--- src/include/pcc_params.svh ---
// Register offsets, field positions, reset values and timing counts of the loop clock control.
`ifndef PCC_PARAMS_SVH
`define PCC_PARAMS_SVH

// ------------------------------------------------------------------
// Register byte offsets
// ------------------------------------------------------------------
`define PCC_OFS_LOOP_CONTROL 8'h00
`define PCC_OFS_BANDWIDTH_CONTROL 8'h04
`define PCC_OFS_MULTIPLIER_HIGH 8'h08
`define PCC_OFS_MULTIPLIER_LOW 8'h0c
`define PCC_OFS_VCO_RANGE_SELECT 8'h10

// ------------------------------------------------------------------
// Field positions
// ------------------------------------------------------------------
`define PCC_LC_IRQ_EN 7
`define PCC_LC_FLAG 6
`define PCC_LC_PWR 5
`define PCC_LC_BCS 4
`define PCC_BW_AUTO 7
`define PCC_BW_LOCK 6
`define PCC_BW_ACQ 5

// ------------------------------------------------------------------
// Reset values and counts
// ------------------------------------------------------------------
`define PCC_RST_MUL_HIGH 4'h0
`define PCC_RST_MUL_LOW 8'h40
`define PCC_RST_RANGE 8'h40
`define PCC_SWITCH_EDGES 2'h3
`define PCC_RESP_OKAY 2'h0
`define PCC_RESP_SLVERR 2'h2

`endif

--- src/include/pcc_pkg.sv ---
// Types shared by the loop clock control block.
package pcc_pkg;

	// Base clock switchover states.
	typedef enum logic [1:0] {
		PCC_ST_RUN = 2'b00,
		PCC_ST_OLD = 2'b01,
		PCC_ST_NEW = 2'b10
	} pcc_switch_t;

	// One register byte.
	typedef logic [7:0] pcc_byte_t;

endpackage

--- src/rtl/pcc_regs.sv ---
// Register and control logic of the loop clock generator, with an AXI4-Lite slave.
//
// Contract
// - Lock-change flag sets on every lock toggle
// - Interrupt when flag and enable both set
// - Flag reads zero in manual mode
// - Reading loop control clears flag; reset too
// - Power bit resets set; held while select
// - Select picks VCO or crystal, halved
// - Select cannot set while power off
// - Output static through three-plus-three edge switchover
// - Octave code gives multiplier one, two, four
// - Octave writes ignored while power on
// - Mode bit: automatic one, manual zero
// - Lock reads status in automatic, else zero
// - Acquisition bit: status automatic, control manual
// - Manual acquisition value kept through automatic
// - Twelve-bit multiplier resets to sixty-four
// - Multiplier zero behaves as one
// - Multiplier writes ignored while power on
// - High multiplier upper nibble reads zero
// - Range writes ignored while on; reset 0x40
// - Zero range disables loop, clears select
// - Interrupt enable forced zero in manual mode
//
// The implementer's own choices: the AXI4-Lite interface to the registers and the register offsets.
`timescale 1ns/1ps
`include "pcc_params.svh"

module pcc_regs
(
	input wire logic i_sys_clk,
	input wire logic i_rst,
	input wire logic [7:0] i_awaddr,
	input wire logic i_awvalid,
	output logic o_awready,
	input wire logic [31:0] i_wdata,
	input wire logic [3:0] i_wstrb,
	input wire logic i_wvalid,
	output logic o_wready,
	output logic [1:0] o_bresp,
	output logic o_bvalid,
	input wire logic i_bready,
	input wire logic [7:0] i_araddr,
	input wire logic i_arvalid,
	output logic o_arready,
	output logic [31:0] o_rdata,
	output logic [1:0] o_rresp,
	output logic o_rvalid,
	input wire logic i_rready,
	input wire logic i_crystal_clock,
	input wire logic i_vco_clock,
	input wire logic i_lock_detect,
	input wire logic i_track_detect,
	output logic o_base_clock_out,
	output logic o_clock_generator_irq,
	output logic o_loop_enable,
	output logic o_acquisition_mode,
	output logic [11:0] o_feedback_multiplier,
	output logic [1:0] o_vco_octave,
	output logic [7:0] o_vco_linear_range
);

	// Register index from a byte offset; 3'h7 marks an unmapped address.
	function automatic logic [2:0] reg_index(input logic [7:0] addr);
		case (addr)
			`PCC_OFS_LOOP_CONTROL: reg_index = 3'h0;
			`PCC_OFS_BANDWIDTH_CONTROL: reg_index = 3'h1;
			`PCC_OFS_MULTIPLIER_HIGH: reg_index = 3'h2;
			`PCC_OFS_MULTIPLIER_LOW: reg_index = 3'h3;
			`PCC_OFS_VCO_RANGE_SELECT: reg_index = 3'h4;
			default: reg_index = 3'h7;
		endcase
	endfunction

	// ------------------------------------------------------------------
	// State
	// ------------------------------------------------------------------
	logic [3:0] sync1;
	logic [3:0] sync2;
	logic [3:0] sync3;
	logic [3:0] filt;
	logic [3:0] filt_q;
	logic aw_held;
	logic w_held;
	logic [7:0] aw_addr;
	logic [7:0] w_byte;
	logic w_lane;
	logic irq_en;
	logic lock_flag;
	logic loop_power_on;
	logic base_clock_select;
	logic [1:0] vco_octave;
	logic auto_mode;
	logic acq_manual;
	logic lock_ind_q;
	logic [3:0] mul_high;
	logic [7:0] mul_low;
	logic [7:0] vco_range;
	pcc_pkg::pcc_switch_t sw_state;
	logic cur_src;
	logic [1:0] edge_cnt;
	logic base_out;
	logic bvalid;
	logic [1:0] bresp;
	logic rvalid;
	logic [1:0] rresp;
	pcc_pkg::pcc_byte_t rbyte;

	// ------------------------------------------------------------------
	// Pin input synchronisers
	// ------------------------------------------------------------------
	wire [3:0] pins = {i_track_detect, i_lock_detect, i_vco_clock, i_crystal_clock};

	// Three stages; the filtered level moves only once stages two and three agree.
	always_ff @(posedge i_sys_clk)
	begin
		if (i_rst)
		begin
			sync1 <= 4'h0;
			sync2 <= 4'h0;
			sync3 <= 4'h0;
			filt <= 4'h0;
			filt_q <= 4'h0;
		end
		else
		begin
			sync1 <= pins;
			sync2 <= sync1;
			sync3 <= sync2;
			filt <= (sync2 & sync3) | (filt & (sync2 ^ sync3));
			filt_q <= filt;
		end
	end

	// Rising edges of the sampled crystal and VCO clocks.
	wire xtal_rise = filt[0] & ~filt_q[0];
	wire vco_rise = filt[1] & ~filt_q[1];

	// ------------------------------------------------------------------
	// AXI4-Lite decode
	// ------------------------------------------------------------------
	// Address and data are taken independently and held until both are in.
	wire aw_take = i_awvalid & ~aw_held;
	wire w_take = i_wvalid & ~w_held;
	wire wr_go = aw_held & w_held & ~bvalid;
	wire [2:0] wr_idx = reg_index(aw_addr);
	wire wr_en = wr_go & w_lane;
	wire wr_lc = wr_en & (wr_idx == 3'h0);
	wire wr_bw = wr_en & (wr_idx == 3'h1);
	wire wr_mh = wr_en & (wr_idx == 3'h2);
	wire wr_ml = wr_en & (wr_idx == 3'h3);
	wire wr_rs = wr_en & (wr_idx == 3'h4);
	wire rd_go = i_arvalid & ~rvalid;
	wire [2:0] rd_idx = reg_index(i_araddr);
	wire rd_lc = rd_go & (rd_idx == 3'h0);

	assign o_awready = ~aw_held;
	assign o_wready = ~w_held;
	assign o_arready = ~rvalid;

	// Write channel holding registers and response.
	always_ff @(posedge i_sys_clk)
	begin
		if (i_rst)
		begin
			aw_held <= 1'b0;
			w_held <= 1'b0;
			aw_addr <= 8'h00;
			w_byte <= 8'h00;
			w_lane <= 1'b0;
			bvalid <= 1'b0;
			bresp <= `PCC_RESP_OKAY;
		end
		else
		begin
			if (aw_take)
			begin
				aw_held <= 1'b1;
				aw_addr <= i_awaddr;
			end
			if (w_take)
			begin
				w_held <= 1'b1;
				w_byte <= i_wdata[7:0];
				w_lane <= i_wstrb[0];
			end
			if (wr_go)
			begin
				aw_held <= 1'b0;
				w_held <= 1'b0;
				bvalid <= 1'b1;
				bresp <= (wr_idx == 3'h7) ? `PCC_RESP_SLVERR : `PCC_RESP_OKAY;
			end
			else if (bvalid & i_bready)
			begin
				bvalid <= 1'b0;
			end
		end
	end

	// ------------------------------------------------------------------
	// Status and derived values
	// ------------------------------------------------------------------
	wire range_zero = (vco_range == 8'h00);
	wire lock_ind = auto_mode & filt[2];
	wire lock_toggle = lock_ind ^ lock_ind_q;
	wire acq_eff = auto_mode ? filt[3] : acq_manual;
	wire flag_read = lock_flag & auto_mode;
	wire [11:0] mul_raw = {mul_high, mul_low};

	// Multiplier and octave outputs; zero multiplier acts as one.
	assign o_feedback_multiplier = (mul_raw == 12'h000) ? 12'h001 : mul_raw;
	assign o_vco_octave = vco_octave;
	assign o_vco_linear_range = vco_range;
	assign o_loop_enable = loop_power_on & ~range_zero;
	assign o_acquisition_mode = acq_eff;
	assign o_clock_generator_irq = flag_read & irq_en;
	assign o_base_clock_out = base_out;

	// ------------------------------------------------------------------
	// Loop control register
	// ------------------------------------------------------------------
	wire next_bcs_set = w_byte[`PCC_LC_BCS] & loop_power_on & ~range_zero;
	wire next_pwr = w_byte[`PCC_LC_PWR] | base_clock_select;

	// Flag, enable, power, select and octave; a new toggle beats a clearing read.
	always_ff @(posedge i_sys_clk)
	begin
		if (i_rst)
		begin
			lock_flag <= 1'b0;
			lock_ind_q <= 1'b0;
			irq_en <= 1'b0;
			loop_power_on <= 1'b1;
			base_clock_select <= 1'b0;
			vco_octave <= 2'h0;
		end
		else
		begin
			lock_ind_q <= lock_ind;
			lock_flag <= lock_toggle | (lock_flag & ~rd_lc);
			if (!auto_mode)
				irq_en <= 1'b0;
			else if (wr_lc)
				irq_en <= w_byte[`PCC_LC_IRQ_EN];
			if (wr_lc)
				loop_power_on <= next_pwr;
			if (range_zero)
				base_clock_select <= 1'b0;
			else if (wr_lc)
				base_clock_select <= next_bcs_set;
			if (wr_lc & ~loop_power_on)
				vco_octave <= w_byte[1:0];
		end
	end

	// ------------------------------------------------------------------
	// Bandwidth control register
	// ------------------------------------------------------------------
	// Mode bit and the manual acquisition value; the lock bit is never stored.
	always_ff @(posedge i_sys_clk)
	begin
		if (i_rst)
		begin
			auto_mode <= 1'b0;
			acq_manual <= 1'b0;
		end
		else if (wr_bw)
		begin
			auto_mode <= w_byte[`PCC_BW_AUTO];
			if (!auto_mode)
				acq_manual <= w_byte[`PCC_BW_ACQ];
		end
	end

	// ------------------------------------------------------------------
	// Multiplier and range registers
	// ------------------------------------------------------------------
	// All three are locked against writes while the loop is powered.
	always_ff @(posedge i_sys_clk)
	begin
		if (i_rst)
		begin
			mul_high <= `PCC_RST_MUL_HIGH;
			mul_low <= `PCC_RST_MUL_LOW;
			vco_range <= `PCC_RST_RANGE;
		end
		else if (!loop_power_on)
		begin
			if (wr_mh)
				mul_high <= w_byte[3:0];
			if (wr_ml)
				mul_low <= w_byte;
			if (wr_rs)
				vco_range <= w_byte;
		end
	end

	// ------------------------------------------------------------------
	// Read path
	// ------------------------------------------------------------------
	wire [7:0] rd_lc_val = {irq_en, flag_read, loop_power_on, base_clock_select, 2'h0,
		vco_octave};
	wire [7:0] rd_bw_val = {auto_mode, lock_ind, acq_eff, 5'h00};
	wire [7:0] rd_mux = (rd_idx == 3'h0) ? rd_lc_val :
		(rd_idx == 3'h1) ? rd_bw_val :
		(rd_idx == 3'h2) ? {4'h0, mul_high} :
		(rd_idx == 3'h3) ? mul_low :
		(rd_idx == 3'h4) ? vco_range : 8'h00;

	// Read data is registered on the same edge that takes the address.
	always_ff @(posedge i_sys_clk)
	begin
		if (i_rst)
		begin
			rvalid <= 1'b0;
			rbyte <= 8'h00;
			rresp <= `PCC_RESP_OKAY;
		end
		else if (rd_go)
		begin
			rvalid <= 1'b1;
			rbyte <= rd_mux;
			rresp <= (rd_idx == 3'h7) ? `PCC_RESP_SLVERR : `PCC_RESP_OKAY;
		end
		else if (rvalid & i_rready)
		begin
			rvalid <= 1'b0;
		end
	end

	assign o_bvalid = bvalid;
	assign o_bresp = bresp;
	assign o_rvalid = rvalid;
	assign o_rresp = rresp;
	assign o_rdata = {24'h000000, rbyte};

	// ------------------------------------------------------------------
	// Base clock selector
	// ------------------------------------------------------------------
	wire old_rise = cur_src ? vco_rise : xtal_rise;
	wire new_rise = cur_src ? xtal_rise : vco_rise;

	// Output halves the active source; during a switch it stands still.
	always_ff @(posedge i_sys_clk)
	begin
		if (i_rst)
		begin
			sw_state <= pcc_pkg::PCC_ST_RUN;
			cur_src <= 1'b0;
			edge_cnt <= 2'h0;
			base_out <= 1'b0;
		end
		else
		begin
			case (sw_state)
				pcc_pkg::PCC_ST_RUN:
				begin
					if (base_clock_select != cur_src)
					begin
						sw_state <= pcc_pkg::PCC_ST_OLD;
						edge_cnt <= 2'h0;
					end
					else if (old_rise)
						base_out <= ~base_out;
				end
				pcc_pkg::PCC_ST_OLD:
				begin
					if (old_rise)
						edge_cnt <= edge_cnt + 2'h1;
					if (old_rise && edge_cnt == `PCC_SWITCH_EDGES - 2'h1)
					begin
						sw_state <= pcc_pkg::PCC_ST_NEW;
						edge_cnt <= 2'h0;
					end
				end
				pcc_pkg::PCC_ST_NEW:
				begin
					if (new_rise)
						edge_cnt <= edge_cnt + 2'h1;
					if (new_rise && edge_cnt == `PCC_SWITCH_EDGES - 2'h1)
					begin
						sw_state <= pcc_pkg::PCC_ST_RUN;
						cur_src <= ~cur_src;
						edge_cnt <= 2'h0;
					end
				end
				default:
				begin
					sw_state <= pcc_pkg::PCC_ST_RUN;
				end
			endcase
		end
	end

endmodule // pcc_regs

--- config.mk ---
export PLATFORM = sky130hd
export DESIGN_NAME = pcc_regs
export DESIGN_NICKNAME = d
export VERILOG_FILES = /design/src/include/pcc_pkg.sv /design/src/rtl/pcc_regs.sv
export VERILOG_INCLUDE_DIRS = /design/src /design/src/include
export SDC_FILE = /design/constraint.sdc
export NUM_CORES = 1
export LEC_CHECK = 0
export BUFFER_PORTS_ARGS = -buffer_cell sky130_fd_sc_hd__buf_2
export CORE_AREA = 3 3 92 86
export DETAILED_ROUTE_END_ITERATION = 8
export DIE_AREA = 0 0 95 89
export PLACE_DENSITY = 0.92
export SLEW_MARGIN = 5
export SYNTH_ARGS = -nofsm -noshare
export SYNTH_HDL_FRONTEND = slang
export SYNTH_SLANG_ARGS = --single-unit
--- constraint.sdc ---
create_clock -name i_sys_clk -period 3.5 [get_ports i_sys_clk]
set_clock_uncertainty 0.05 [all_clocks]
set_input_delay 0 -clock i_sys_clk [delete_from_list [all_inputs] [get_ports i_sys_clk]]
set_output_delay 0 -clock i_sys_clk [all_outputs]
set_load 0.01 [all_outputs]
-- Yosys cells after proc, flatten, opt, wreduce, memory -nomap -nowiden
Cells that the tools add are included.
- add/sub/neg operators: 1
- multipliers: 0
- divide/modulo/power cells: 0
- $lt $le $gt $ge: 0
- eq/ne operators: 27
- shift-type cells: 0
- muxes and demuxes: 27
- bitwise operators: 44
- reduce and logical (&&, ||, !) cells: 23
- operators with widths (cell ; count):
    $mux 8 ; 5
    $eq 8x4->1 const B ; 4
    $pmux 3 s5 ; 2
    $and 1x1->1 ; 24
    $logic_not 8->1 ; 3
    $mux 2 ; 10
    $eq 8x3->1 const B ; 2
    $eq 8x5->1 const B ; 2
    $not 1->1 ; 13
    $eq 3x2->1 const B ; 4
    $eq 3x3->1 const B ; 4
    $logic_not 12->1 ; 1
    $mux 12 ; 1
    $pmux 2 s3 ; 2
    $reduce_and 2->1 ; 5
    $and 4x4->4 ; 2
    $mux 1 ; 7
    $eq 3x1->1 const B ; 2
    $logic_not 3->1 ; 2
    $ne 2x2->1 const B ; 3
    $ne 3x3->1 const B ; 2
    $reduce_and 3->1 ; 2
    $reduce_or 2->1 ; 3
    $eq 2x2->1 const B ; 2
    12 further kinds ; 15
- register bits: 86
- latch bits: 0
- bits in writable memories: 0
- ROM bits: 0
- memories: 0

-- Longest topological paths before layout
- depth after elaboration: 8
- mapped depth: 7
- depth with buffers taken out: 7

-- Worst setup path after synthesis
OpenSTA, ideal clock, no wires.
- path type: register to register
- from: register aw_addr[1]
- to: register mul_low[0]
- setup time: 128 ps
- arrival time: 1654 ps
- required time: 3322 ps
- path slack: 1669 ps
- cell stages (with the launch flop): 6
- buffers on the path: 0
- period minus slack after synthesis: 1831 ps
- cells stage by stage: dfxtp_1 -> or4_4 -> nor3_4 -> nand4_2 -> mux2i_1 -> nor2_1
- word-level cells in the longest chain between the ends: 5
- elaborated cells on any way between the ends: 9
- those cells by class: 5 x eq/ne; 1 x mux; 1 x bitwise; 2 x reduce/logical
- RTL lines (item ; line ; text):
    start: declaration ; pcc_regs.sv:86 ; logic [7:0] aw_addr;
    start signal: assignment ; pcc_regs.sv:180 ; aw_addr <= i_awaddr;
    $eq 8x5->1, or another cell as far along ; pcc_regs.sv:66 ; case (addr)
    $pmux 3 s5 (*) ; pcc_regs.sv:66 ;
    $eq 3x2->1 (*) ; pcc_regs.sv:152 ; wire wr_ml = wr_en & (wr_idx == 3'h3);
    $and 1x1->1 (*) ; pcc_regs.sv:152 ;
    $reduce_and 2->1 (no line) (*) ; - ;
    end signal: assignment ; pcc_regs.sv:286 ; mul_low <= `PCC_RST_MUL_LOW;
    end signal: assignment ; pcc_regs.sv:294 ; mul_low <= w_byte;
    end: declaration ; pcc_regs.sv:98 ; logic [7:0] mul_low;
Mark *: on every way between the ends. The rest lies on a longest branch, timed or not.
A chain may end at the register's enable or synchronous reset.

-- Worst setup path in the final report
- from: register aw_addr[1]
- to: register vco_range[3], in the netlist o_vco_linear_range[3]
- word-level cells in the longest chain between the ends: 5
- elaborated cells on any way between the ends: 9
- those cells by class: 5 x eq/ne; 1 x mux; 1 x bitwise; 2 x reduce/logical
- RTL lines (item ; line ; text):
    $eq 8x5->1, or another cell as far along ; pcc_regs.sv:66 ;
    $pmux 3 s5 (*) ; pcc_regs.sv:66 ;
    $eq 3x3->1 (*) ; pcc_regs.sv:153 ; wire wr_rs = wr_en & (wr_idx == 3'h4);
    $and 1x1->1 (*) ; pcc_regs.sv:153 ;
    $reduce_and 2->1 (no line) (*) ; - ;
    end signal: assignment ; pcc_regs.sv:287 ; vco_range <= `PCC_RST_RANGE;
    end signal: assignment ; pcc_regs.sv:296 ; vco_range <= w_byte;
    end: declaration ; pcc_regs.sv:99 ; logic [7:0] vco_range;
Marked as above.

==> flow_metrics.py <==
metrics = {
    "min_path": {
        "worst_hold_path_type": "input pin to register",
    },
    "cells_and_area": {
        "insertedDiodeCount": 0,
        "drive_above_1_share": 0.193,
        "final_cell_area_um2": 4540,
        "nets": 584,
        "final_core_util": 0.649,
        "syn2layout_area_growth_pct": 21.0,
    },
    "yosys": {
        "synth_instances": 426,
        "post_synth_edffs": 0,
        "most_common_flop_cell_mapped_by_yosys": "sky130_fd_sc_hd__dfxtp_1",
        "synth.yosys.warnings": 0,
        "asyncSetResetFlopFracSynth": 0,
        "mappedNetlistArea_um2": 3750,
        "post_synth_num_cell_types": 49,
        "post_synth.cell_area_avg_um2": 8.81,
        "synth_seq_cells": 84,
        "synth.yosys.seq_area_share": 0.448,
    },
    "flow_run": {
        "drv.max_cap_violation_count": 0,
    },
    "clock_network": {
        "cts_inserted_buffers": 9,
        "cts_sink_cnt": 84,
        "number_of_cells_upsized_or_downsized_after_cts": 0,
        "tritoncts": "done",
        "cell_at_the_root_of_the_clock_tree": "sky130_fd_sc_hd__clkbuf_8",
        "cts.repair_timing.setup_buffer_count": 0,
        "clk_pin_slew_worst_paths_ns": 0.09,
        "htree_num_levels": 3,
        "clock_tree.buffer_depth": 2,
        "clock_latency_late_sink_ns": 0.35,
    },
    "sta": {
        "rsz0062_at_grt": "false",
        "finalSetupViolations": 0,
        "max_slew_margin": 0.414,
        "hold_viol_final": 0,
        "tightest_slew_ns": 0.877,
        "final_period_util": 0.691,
        "fin_max_slew_vios": 0,
        "period_minus_slack_ns": 2.42,
        "fmax_mhz": 413,
        "fin_setup_tns_ns": 0,
    },
    "power_and_ir_drop": {
        "p_leak_nw": 2.09,
        "power_density_nw_per_um2": 437,
        "max-vdd-ir-drop_mv": 0.356,
    },
    "critical_path": {
        "worstPathMaxFanout": 9,
        "worstSetupStartpointType": "register",
        "worst-setup-path-type": "register to register",
        "worstPathRequired_ns": 3.68,
        "critical_path.endpoint_type": "register",
        "critPathArrivalTime_ns": 2.60,
    },
    "global_routing": {
        "largest_net_degree_at_the_start_of_global_routing": 33,
        "via_count_of_the_first_global_routing_pass": 2999,
        "overflow": 0,
        "grt_pass1_wl_mm": 13.8,
        "antenna_violations_before_repair": 0,
        "globalRouteTotalUtil": 0.211,
    },
    "floorplan": {
        "floorplan.rows": 29,
        "core-area_um2": 7000,
        "die_span_y_um": 89,
        "i_o_pin_cnt": 130,
        "die_ar_um2": 8460,
        "effective_utilization_at_floorplan": 0.536,
        "die-width_um": 95,
    },
    "placed_design": {
        "placement.cell_area_um2": 4050,
        "number_of_buffers_added_on_ports": 76,
        "place.gp.congestion": 0.856,
        "dp_hpwl_mm": 6.21,
    },
    "route": {
        "postRouteAntennaNets": 0,
        "drt-vias-per-instance": 5.23,
        "routed_wirelength_mm": 8.71,
        "route.vias.total": 3193,
        "drt-pass1-iter-count": 4,
        "drt_iter0_drc": 168,
        "remaining_drc_errors": 0,
        "avgRoutedWirePerCell_um": 14.3,
    },
    "run_status": {
        "run_status": "finished, final reports clean",
    },
}
==> power by group <==
part	internal [W]	total [W]	switching, W
clock network	0.000424	0.000764	0.000339
registers	0.000981	0.00101	0.0000248
logic	0.0000933	0.000213	0.000120
==> cell usage after synthesis (4+ instances only) <==
cell | count | share of area
sky130_fd_sc_hd__o22ai_1 | 4 | 0.0067
sky130_fd_sc_hd__ha_1 | 9 | 0.030
sky130_fd_sc_hd__nor3_1 | 8 | 0.011
sky130_fd_sc_hd__clkbuf_1 | 25 | 0.025
sky130_fd_sc_hd__nor2_1 | 60 | 0.060
sky130_fd_sc_hd__buf_4 | 28 | 0.056
sky130_fd_sc_hd__o21ai_0 | 8 | 0.011
sky130_fd_sc_hd__a22oi_1 | 5 | 0.010
sky130_fd_sc_hd__nor2b_1 | 23 | 0.038
sky130_fd_sc_hd__nand3_1 | 6 | 0.0080
sky130_fd_sc_hd__nor4_1 | 4 | 0.0067
sky130_fd_sc_hd__mux2i_1 | 39 | 0.10
sky130_fd_sc_hd__dfxtp_1 | 84 | 0.45
sky130_fd_sc_hd__a21oi_1 | 28 | 0.037
sky130_fd_sc_hd__nand2_1 | 35 | 0.035
sky130_fd_sc_hd__nand2b_1 | 4 | 0.0067
sky130_fd_sc_hd__inv_1 | 13 | 0.013
==> cell usage in the layout (no fill, tap or decap), types with 2 or more instances in the layout <==
| cell | count |
|---|---|
| sky130_fd_sc_hd__dfxtp_1 | 84 |
| sky130_fd_sc_hd__buf_2 | 76 |
| sky130_fd_sc_hd__nor2_1 | 60 |
| sky130_fd_sc_hd__mux2i_1 | 39 |
| sky130_fd_sc_hd__nand2_1 | 35 |
| sky130_fd_sc_hd__a21oi_1 | 28 |
| sky130_fd_sc_hd__dlygate4sd3_1 | 27 |
| sky130_fd_sc_hd__conb_1 | 26 |
| sky130_fd_sc_hd__nor2b_1 | 23 |
| sky130_fd_sc_hd__inv_1 | 13 |
| sky130_fd_sc_hd__clkbuf_8 | 10 |
| sky130_fd_sc_hd__ha_1 | 9 |
| sky130_fd_sc_hd__nor3_1 | 8 |
| sky130_fd_sc_hd__o21ai_0 | 8 |
| sky130_fd_sc_hd__nand3_1 | 6 |
| sky130_fd_sc_hd__a22oi_1 | 5 |
| sky130_fd_sc_hd__nor4_1 | 4 |
| sky130_fd_sc_hd__o22ai_1 | 4 |
| sky130_fd_sc_hd__nand2b_1 | 4 |
| sky130_fd_sc_hd__or3_1 | 3 |
| sky130_fd_sc_hd__o2111ai_1 | 3 |
| sky130_fd_sc_hd__and2_1 | 2 |
| sky130_fd_sc_hd__and3_1 | 2 |
| sky130_fd_sc_hd__nand4b_1 | 2 |
| sky130_fd_sc_hd__o21a_1 | 2 |
| sky130_fd_sc_hd__and3b_1 | 2 |
| sky130_fd_sc_hd__xor2_1 | 2 |
| sky130_fd_sc_hd__o211ai_1 | 2 |
| sky130_fd_sc_hd__bufinv_16 | 2 |
| sky130_fd_sc_hd__clkinv_4 | 2 |
| sky130_fd_sc_hd__buf_4 | 2 |
==> cell type report <==
class                   count  area [um2]
repair buffers            105         666
flip-flops and latches     84        1680
inverters                  13        48.8
clock buffers              11         141
clock inverters             5        85.1
fillers                   566        2460
well taps                  93         116
multi-input cells         299        1800
==> path summary, 6_finish.rpt <==
| path | from | endpoint | slack (ns) | cells after the start |
|---|---|---|---|---|
| hold reg to reg | sync1[0]$_SDFF_PP0_ | sync2[0]$_SDFF_PP0_ | 0.38 | 1 |
| hold / removal | i_rst | rbyte[1]$_SDFFE_PP0P_ | 0.03 | 2 |
| setup reg to reg | aw_addr[1]$_SDFFE_PP0P_ | o_vco_linear_range[3]$_SDFFE_PP0P_ | 1.08 | 5 |
| setup / recovery | aw_addr[1]$_SDFFE_PP0P_ | o_vco_linear_range[3]$_SDFFE_PP0P_ | 1.08 | 5 |
==> metal layers <==
| layer | global-route usage | wire [um] |
|---|---|---|
| met3 | 0.0673 | 650 |
| met1 | 0.246 | 3570 |
| met2 | 0.360 | 4290 |
| met5 | 0 | 0 |
| met4 | 0.0865 | 200 |
==> state kept, by name, indices dropped and copies added, names as in the netlist, 8 cells and up <==
register / cells
aw_addr: 8
mul_low: 8
o_vco_linear_range: 8
rbyte: 8
w_byte: 8
==> through the flow <==
step | instances | power, W | worst slack, ns | hold slack [ns]
global placement | 567 | 0.00120 | 1.24 | 0.141
floorplan | 451 | 0.00118 | 1.67 | 0.0490
detailed placement | 567 | 0.00121 | 1.10 | 0.143
global route | 610 | 0.00206 | 0.997 | 0.0447
CTS | 610 | 0.00199 | 1.08 | 0.0164
finish | 610 | 0.00198 | 1.08 | 0.0321
==> worst max-delay path, cell delays in order, from the launching register on <==
cell	delay, ns
sky130_fd_sc_hd__dfxtp_1	0.32
sky130_fd_sc_hd__or4_4	0.55
sky130_fd_sc_hd__nor3_4	0.29
sky130_fd_sc_hd__nand4b_1	0.58
sky130_fd_sc_hd__mux2i_1	0.41
sky130_fd_sc_hd__nor2_1	0.09
==> repair_timing <==
item / 4_1_cts / 5_1_grt
hold endpoints to repair: 31 / 0
endpoints found under the setup margin: 0 / 0
hold buffers: 27 / 0
==> logic make-up after synthesis <==
| logic type | count (synthesis) | synth area share |
|---|---|---|
| simple gates | 158 | 0.205 |
| flops | 84 | 0.448 |
| buf+inv | 68 | 0.0964 |
| compound gates | 63 | 0.105 |
| mux | 40 | 0.107 |
| fa+ha+maj | 9 | 0.0300 |
| xor+xnor | 3 | 0.00700 |
| other cells | 1 | 0.000999 |
(Power assumes the default switching activity.)
